## config.mk

```make
export PLATFORM = sky130hd
export DESIGN_NAME = debug_wire_autobaud_link
export DESIGN_NICKNAME = d
export VERILOG_FILES = /design/src/debug_wire_pkg.sv /design/src/bit_timer_if.sv /design/src/bit_timer.sv /design/src/debug_wire_autobaud_link.sv
export SDC_FILE = /design/constraint.sdc
export NUM_CORES = 1
export LEC_CHECK = 0
export BUFFER_PORTS_ARGS = -buffer_cell sky130_fd_sc_hd__buf_2
export CAP_MARGIN = 20
export CORE_ASPECT_RATIO = 0.75
export CORE_MARGIN = 1.5
export CORE_UTILIZATION = 62
export DETAILED_ROUTE_END_ITERATION = 7
export GPL_TIMING_DRIVEN = 0
export HOLD_SLACK_MARGIN = 0.12
export PLACE_DENSITY = 0.82
export RECOVER_POWER = 100
export SLEW_MARGIN = 20
export SYNTH_ARGS = -nofsm -noshare
export SYNTH_HDL_FRONTEND = slang
export SYNTH_SLANG_ARGS = --single-unit
```

## constraint.sdc

```tcl
create_clock -name clk_i -period 3 [get_ports clk_i]
set_clock_uncertainty 0.1 [all_clocks]
set_input_delay 0.6 -clock clk_i [delete_from_list [all_inputs] [get_ports clk_i]]
set_output_delay 0.6 -clock clk_i [all_outputs]
set_load 0.02 [all_outputs]
```

## src/debug_wire_pkg.sv

```systemverilog
// Shared constants for the single-wire debug link with rate detection.
package debug_wire_pkg;

  // System clock rate and period.
  localparam int unsigned CLK_HZ        = 40_000_000;
  localparam int unsigned CLK_PERIOD_NS = 1_000_000_000 / CLK_HZ;

  // Character framing: eight data bits, sent least significant first.
  localparam int unsigned DATA_BITS      = 8;
  localparam int unsigned BIT_IDX_W      = 3;
  localparam logic [2:0]  LAST_DATA_BIT  = 3'h7;

  // The sync character's low run is eight bit periods, so a shift of three.
  localparam int unsigned SYNC_LOW_BITS  = 8;
  localparam int unsigned SYNC_SHIFT     = 3;
  // After the low run, D7 and the stop bit are high: two bit periods.
  localparam logic [2:0]  SYNC_TAIL_BITS = 3'h2;

  // Width of the low-run counter and the shortest usable bit period.
  localparam int unsigned CNT_W          = 16;
  localparam int unsigned MIN_PERIOD     = 4;

  // Reset values.
  localparam logic        LINE_IDLE      = 1'b1;
  localparam logic [7:0]  DATA_RESET     = 8'h00;

endpackage : debug_wire_pkg

```

## src/bit_timer_if.sv

```systemverilog
// Control and tick signals between the link controller and its bit timer.
`timescale 1ns/100ps
interface bit_timer_if #(
  parameter int unsigned W = debug_wire_pkg::CNT_W
);
  logic [W-1:0] period;  // Bit period in system clocks.
  logic         load;    // Restart the timer this cycle.
  logic         half;    // With load: first interval is half a period.
  logic         halt;    // Stop the timer.
  logic         tick;    // One-cycle pulse at the end of each interval.

  modport ctrl  (output period, output load, output half, output halt,
                 input tick);
  modport timer (input period, input load, input half, input halt,
                 output tick);
endinterface : bit_timer_if

```

## src/bit_timer.sv

```systemverilog
// Bit-period timer that issues one-cycle ticks at the learned rate.
`timescale 1ns/100ps
module bit_timer #(
  parameter int unsigned W = debug_wire_pkg::CNT_W
) (
  // Clock and reset
  input  wire logic clk_i,
  input  wire logic arst_n_i,
  // Controller side
  bit_timer_if.timer bt
);

  typedef struct packed {
    logic         run;
    logic [W-1:0] cnt;
  } timer_state_t;

  timer_state_t state_reg;
  timer_state_t state_next;

  // Tick is a handshake pulse, so it is decoded straight from the count.
  assign bt.tick = state_reg.run && (state_reg.cnt == '0);

  // Load wins over halt and over the running count, so a restart is never
  // lost when it coincides with the end of an interval.
  always_comb begin
    state_next = state_reg;
    if (bt.load) begin
      state_next.run = 1'b1;
      state_next.cnt = bt.half ? (W'(bt.period >> 1) - W'(1))
                               : (bt.period - W'(1));
    end else if (bt.halt) begin
      state_next.run = 1'b0;
    end else if (state_reg.run) begin
      state_next.cnt = (state_reg.cnt == '0) ? (bt.period - W'(1))
                                             : (state_reg.cnt - W'(1));
    end
  end

  // State register.
  always_ff @(posedge clk_i or negedge arst_n_i) begin
    if (!arst_n_i) begin
      state_reg <= '0;
    end else begin
      state_reg <= state_next;
    end
  end

endmodule : bit_timer

```

## src/debug_wire_autobaud_link.sv

```systemverilog
// Single-wire half-duplex debug link with rate detector and generator.
`timescale 1ns/100ps

// How it works
// - Reply may start as soon as the incoming stop bit is sampled.
// - After reset nothing is sent until host data has arrived.
// - Sync low run counts as eight bits: start plus seven zeros.
// - Rate detector and generator adapt to any host rate of 4 to 8191 clocks per bit.
// - Frame: low start, eight data bits LSB first, high stop.
module debug_wire_autobaud_link #(
  parameter int unsigned CNT_W = debug_wire_pkg::CNT_W
) (
  // Clock and reset
  input  wire logic       clk_i,
  input  wire logic       arst_n_i,
  // Debug line pin
  input  wire logic       debug_line_pin_i,
  output logic            debug_line_pin_o,
  output logic            debug_line_pin_oe_o,
  // Received characters toward the debug unit
  output logic [7:0]      rx_data_o,
  output logic            rx_valid_o,
  output logic            rx_frame_err_o,
  // Characters to send from the debug unit
  input  wire logic [7:0] tx_data_i,
  input  wire logic       tx_valid_i,
  output logic            tx_ready_o,
  // Link status
  output logic            rate_locked_o
);

  ////////////////////////////////////////////////////////////////////////
  // Types and state

  typedef enum logic [3:0] {
    SYNC_WAIT_LOW, SYNC_MEASURE, SYNC_TAIL, IDLE,
    RX_START, RX_DATA, RX_STOP, RX_WAIT_HIGH,
    TX_START, TX_DATA, TX_STOP
  } link_mode_t;

  typedef struct packed {
    logic             sync1;
    logic             sync2;
    link_mode_t       mode;
    logic [CNT_W-1:0] meas;
    logic [CNT_W-1:0] period;
    logic [2:0]       bit_idx;
    logic [7:0]       shreg;
    logic [7:0]       rx_data;
    logic             rx_valid;
    logic             rx_err;
    logic             line_out;
    logic             locked;
  } link_state_t;

  link_state_t state_reg;
  link_state_t state_next;

  bit_timer_if #(.W(CNT_W)) bt ();

  bit_timer #(.W(CNT_W)) u_bit_timer (
    .clk_i    (clk_i),
    .arst_n_i (arst_n_i),
    .bt       (bt)
  );

  ////////////////////////////////////////////////////////////////////////
  // Outputs

  // The pin is only driven while a character of ours is on the wire.
  assign debug_line_pin_o    = state_reg.line_out;
  assign debug_line_pin_oe_o = (state_reg.mode == TX_START) ||
                               (state_reg.mode == TX_DATA)  ||
                               (state_reg.mode == TX_STOP);
  assign rx_data_o           = state_reg.rx_data;
  assign rx_valid_o          = state_reg.rx_valid;
  assign rx_frame_err_o      = state_reg.rx_err;
  assign rate_locked_o       = state_reg.locked;
  // Sending is offered only once the rate is known and the line is quiet.
  // no early send
  assign tx_ready_o = (state_reg.mode == IDLE) && state_reg.sync2;
  assign bt.period  = state_reg.period;

  ////////////////////////////////////////////////////////////////////////
  // Next-state logic

  always_comb begin
    state_next          = state_reg;
    state_next.sync1    = debug_line_pin_i;
    state_next.sync2    = state_reg.sync1;
    state_next.rx_valid = 1'b0;
    state_next.rx_err   = 1'b0;
    bt.load             = 1'b0;
    bt.half             = 1'b0;
    bt.halt             = 1'b0;

    unique case (state_reg.mode)
      SYNC_WAIT_LOW: begin
        if (!state_reg.sync2) begin
          state_next.mode = SYNC_MEASURE;
          state_next.meas = CNT_W'(1);
        end
      end
      SYNC_MEASURE: begin
        if (!state_reg.sync2) begin
          // A low run longer than the counter is a break, not a sync.
          if (&state_reg.meas) begin
            state_next.mode = SYNC_WAIT_LOW;
          end else begin
            state_next.meas = state_reg.meas + CNT_W'(1);
          end
        end else if ((state_reg.meas >> debug_wire_pkg::SYNC_SHIFT) <
                     CNT_W'(debug_wire_pkg::MIN_PERIOD)) begin
          // Too short to time reliably: treat it as a glitch.
          state_next.mode = SYNC_WAIT_LOW;
        end else begin
          state_next.period  = state_reg.meas >> debug_wire_pkg::SYNC_SHIFT;
          state_next.mode    = SYNC_TAIL;
          state_next.bit_idx = '0;
          bt.load            = 1'b1;
        end
      end
      // D7 and stop must stay high; a low here means a bad sync character.
      SYNC_TAIL: begin
        if (!state_reg.sync2) begin
          bt.halt         = 1'b1;
          state_next.mode = SYNC_WAIT_LOW;
        end else if (bt.tick) begin
          state_next.bit_idx = state_reg.bit_idx + 3'h1;
          if (state_reg.bit_idx + 3'h1 == debug_wire_pkg::SYNC_TAIL_BITS)
          begin
            bt.halt           = 1'b1;
            state_next.mode   = IDLE;
            state_next.locked = 1'b1;
          end
        end
      end
      // Incoming start bit has priority over a pending send.
      IDLE: begin
        if (!state_reg.sync2) begin
          state_next.mode = RX_START;
          bt.load         = 1'b1;
          bt.half         = 1'b1;
        end else if (tx_valid_i) begin
          state_next.mode     = TX_START;
          state_next.shreg    = tx_data_i;
          state_next.line_out = 1'b0;
          bt.load             = 1'b1;
        end
      end
      // Mid start bit: a high here was only a glitch.
      RX_START: begin
        if (bt.tick) begin
          if (!state_reg.sync2) begin
            state_next.mode    = RX_DATA;
            state_next.bit_idx = '0;
          end else begin
            bt.halt         = 1'b1;
            state_next.mode = IDLE;
          end
        end
      end
      RX_DATA: begin
        if (bt.tick) begin
          state_next.shreg = {state_reg.sync2, state_reg.shreg[7:1]};
          if (state_reg.bit_idx == debug_wire_pkg::LAST_DATA_BIT) begin
            state_next.mode = RX_STOP;
          end else begin
            state_next.bit_idx = state_reg.bit_idx + 3'h1;
          end
        end
      end
      // Stop is sampled mid-bit; the line is free for a reply right after.
      // turnaround at stop
      RX_STOP: begin
        if (bt.tick) begin
          bt.halt = 1'b1;
          if (state_reg.sync2) begin
            state_next.rx_data  = state_reg.shreg;
            state_next.rx_valid = 1'b1;
            state_next.mode     = IDLE;
          end else begin
            state_next.rx_err = 1'b1;
            state_next.mode   = RX_WAIT_HIGH;
          end
        end
      end
      // After a framing error, wait for the line to go back high.
      RX_WAIT_HIGH: begin
        if (state_reg.sync2) begin
          state_next.mode = IDLE;
        end
      end
      TX_START: begin
        if (bt.tick) begin
          state_next.line_out = state_reg.shreg[0];
          state_next.shreg    = state_reg.shreg >> 1;
          state_next.bit_idx  = '0;
          state_next.mode     = TX_DATA;
        end
      end
      TX_DATA: begin
        if (bt.tick) begin
          if (state_reg.bit_idx == debug_wire_pkg::LAST_DATA_BIT) begin
            state_next.line_out = 1'b1;
            state_next.mode     = TX_STOP;
          end else begin
            state_next.line_out = state_reg.shreg[0];
            state_next.shreg    = state_reg.shreg >> 1;
            state_next.bit_idx  = state_reg.bit_idx + 3'h1;
          end
        end
      end
      TX_STOP: begin
        if (bt.tick) begin
          bt.halt         = 1'b1;
          state_next.mode = IDLE;
        end
      end
      default: begin
        state_next.mode = SYNC_WAIT_LOW;
      end
    endcase
  end

  ////////////////////////////////////////////////////////////////////////
  // State register

  // The synchroniser resets to the idle line level so no false start shows.
  always_ff @(posedge clk_i or negedge arst_n_i) begin
    if (!arst_n_i) begin
      state_reg          <= '0;
      state_reg.sync1    <= debug_wire_pkg::LINE_IDLE;
      state_reg.sync2    <= debug_wire_pkg::LINE_IDLE;
      state_reg.line_out <= debug_wire_pkg::LINE_IDLE;
      state_reg.mode     <= SYNC_WAIT_LOW;
      state_reg.rx_data  <= debug_wire_pkg::DATA_RESET;
    end else begin
      state_reg <= state_next;
    end
  end

endmodule : debug_wire_autobaud_link

```

==> run summary <==
Largest net degree at the start of global routing: 51
Tmin final: 2.84 ns
RSZ-0062 raised after global routing: false
Sequential share of the synthesized area: 38.1%
Slew margin rel.: -6.07%
Multi-input logic area: 2770 sq um
FILL cells: 593
Initial antenna violation count: 0
Vias in the first global route: 4201
Critical Path Start Type: register
Num CTS Buffers: 9
Net Sw Power: 0.000442 W
Synth-to-Final Area Change: 8.62%
Pwr Density: 333 nW/um^2
Gate power share: 2.8%
Reg power frac: 57.3%
Avg Vias per Cell: 6.38
CTS resizes: 0
Post-Syn Nets: 554
Crit Path Category: reg -> reg
Total global routing overflow: 0
CP required: 3.13 ns
Ys Warns: 0
Initial core utilization: 65.5%
PortBufs: 25
DR iter-0 viols: 411
Vias: 4317
Ant. Diodes: 0
Cts hold-fix bufs: 1
Status: complete, but fails checks
Total Routing Usage GR: 31.8%
DRT Pass-1 Iters: 5
Drt total wl: 12400 um
# DRC: 0
Max cap viols: 1
Top fanout value on the critical path: 10
Post-Syn Instances: 533
Post-Syn Area per Cell: 9.26 sq um
CORE AREA: 7530 sq um
Share of cells above drive strength 1: 17.0%
First-pass GRT wire length: 21100 um
CP endpoint kind: register
Path type of the worst min-delay path: in -> reg
Critical path arrival: 2.97 ns
Reg area: 1880 sq um
Worst-Margin Slew: 1.59 ns
Die Span Y: 80.3 um
Final setup viols: 0
Routed Antenna Nets: 0
FP Rows: 27
I/O pin count: 26
Final hold vios: 0
Post-Syn Area: 4930 sq um
Fin nets: 592
Worst hold slack: 0.231 ns
Worst setup margin: 0.160 ns
H-tree levels: 3
Root buffer cell: clkbuf_8
Internal: 0.00134 W
Max reg flops: 32
Yosys cell types: 74
Violated checks: capacitance limit, slew limit
FF+latch count, synth: 75
Bufs on Longest Clock Path: 2
Max Freq: 352 MHz
Routability cong.: 0.933
Clock transition at path regs: 0.09 ns
Maximum vdd drop: 0.402 mV
Top FF cell, synth: dfrtp_1
Die width: 106 um
Fraction of registers with async set/reset: 100%
Final Cycle Share: 94.7%
Net Sw Frac: 24.7%
Clk_lat worst skew: 0.36 ns
Post-synth EDFFs: 0
Clock power frac: 40.0%
Pre-CTS WS: 0.245 ns
Slew Viols, Final: 26
Setup_tns: 0 ns
Wire per inst: 18.3 um
Pleak: 2.35 nW
CTS tree: done
Detailed Place HPWL: 9200 um
Post-CTS Setup Repair Bufs: 0
# clock sinks: 75
Die Area: 8510 sq um
-- cells by family (layout without fill, tap and decap cells) --
logic type,after synthesis,count (layout),share of synthesized area (%)
buffers and inverters,56,99,5.50
AOI/OAI and AO/OA,138,138,19.5
muxes,35,35,7.94
and+or+nand+nor,183,183,20.1
DFF,75,75,38.1
adders and majority gates,9,9,2.28
xor gates and xnor gates,37,37,6.57
-- critical path, cell delays in order, from the launching register on --
cell,delay (ns)
dfrtp_1,0.47
nor4_1,0.63
and4_1,0.42
a21oi_2,0.15
nor3_2,0.41
inv_2,0.12
clkbuf_4,0.22
o21ai_1,0.09
a22oi_1,0.10
-- path summary, 6_finish.rpt --
check / startpoint / endpoint / slack, ns / cells after the start
min reg2reg: state_next[59]$_DFF_PN1_ / state_reg[59]$_DFF_PN1_ / 0.27 / 0
min in group asynchronous: arst_n_i / state_reg[57]$_DFFE_PN0P_ / 1.07 / 2
max reg2reg: u_bit_timer.state_reg[4]$_DFFE_PN0P_ / u_bit_timer.state_reg[13]$_DFFE_PN0P_ / 0.16 / 8
min: debug_line_pin_i / state_next[59]$_DFF_PN1_ / 0.23 / 1
max: u_bit_timer.state_reg[4]$_DFFE_PN0P_ / u_bit_timer.state_reg[13]$_DFFE_PN0P_ / 0.16 / 8
max in group asynchronous: arst_n_i / state_next[59]$_DFF_PN1_ / 0.76 / 3
-- layer usage --
layer  track usage [%]  routed length [um]
met1              46.3                5800
met3              8.44                1150
met2              46.4                5260
met5                 0                   0
met4              8.78                 167
-- cells in the mapped netlist, types with 4 or more instances --
cell | number | area share, %
o21ai_0 | 32 | 3.2
nand2_1 | 39 | 3.0
nor2_1 | 50 | 3.8
o22ai_1 | 9 | 1.1
xnor2_1 | 13 | 2.3
o31a_1 | 4 | 0.71
nand4_1 | 4 | 0.51
nor2b_1 | 6 | 0.76
o2111ai_1 | 5 | 0.89
a31oi_1 | 5 | 0.63
nand3b_1 | 4 | 0.61
and3_1 | 8 | 1.0
or3_1 | 5 | 0.63
mux2_2 | 28 | 6.4
buf_4 | 10 | 1.5
xor2_1 | 24 | 4.3
inv_1 | 16 | 1.2
o211ai_1 | 7 | 1.1
and4_1 | 4 | 0.71
nand3_1 | 10 | 1.0
mux2_1 | 5 | 1.1
dfrtp_1 | 72 | 37
a22oi_1 | 6 | 0.91
buf_2 | 7 | 0.71
clkbuf_1 | 20 | 1.5
nor4_1 | 6 | 0.76
nor3b_1 | 4 | 0.61
nand2b_1 | 8 | 1.0
a21oi_1 | 27 | 2.7
ha_1 | 9 | 2.3
nor3_1 | 12 | 1.2
-- layout by cell type (no fill, tap or decap), types with 7 or more instances in the layout --
cell type  netlist  final
o22ai_1          9      9
dfrtp_1         72     72
xor2_1          24     24
buf_2            7     17
mux2_2          28     28
nand2b_1         8      8
nor2_1          50     50
xnor2_1         13     13
nand2_1         39     39
buf_4           10      9
nor3_1          12     12
o21ai_0         32     32
clkbuf_1        20     36
o211ai_1         7      7
inv_1           16     16
a21oi_1         27     27
and3_1           8      8
ha_1             9      9
nand3_1         10     10
clkbuf_8         0      9
-- power groups by stage --
stage,combinational (W),sequential [W],clock (W)
floorplan,0.0000140,0.00104,0
CTS,0.0000517,0.00102,0.000726
finish,0.0000495,0.00102,0.000714
global placement,0.0000437,0.00104,0
detailed placement,0.0000505,0.00104,0
global route,0.0000567,0.00102,0.000767
-- per-stage QoR --
step / total power (W) / cells / utilization [%] / cell area, sq um
after floorplan: 0.00106 / 533 / - / 4930
after global placement: 0.00109 / 659 / 68.8 / 5190
after detailed placement: 0.00109 / 660 / 69.2 / 5220
after CTS: 0.00180 / 677 / 71.7 / 5400
after global routing: 0.00185 / 677 / 71.2 / 5360
final: 0.00179 / 677 / 71.2 / 5360
-- layout make-up --
cell class | instances | share of cell area [%]
buffer | 39 | 3.73
clock buffer | 10 | 2.38
clock inverter | 6 | 0.887
inverter | 17 | 1.19
multi-input combinational | 402 | 51.7
sequential | 75 | 35.1
tap | 101 | 2.36
timing repair buffer | 27 | 2.71
Power figures use the tool's default switching activity.
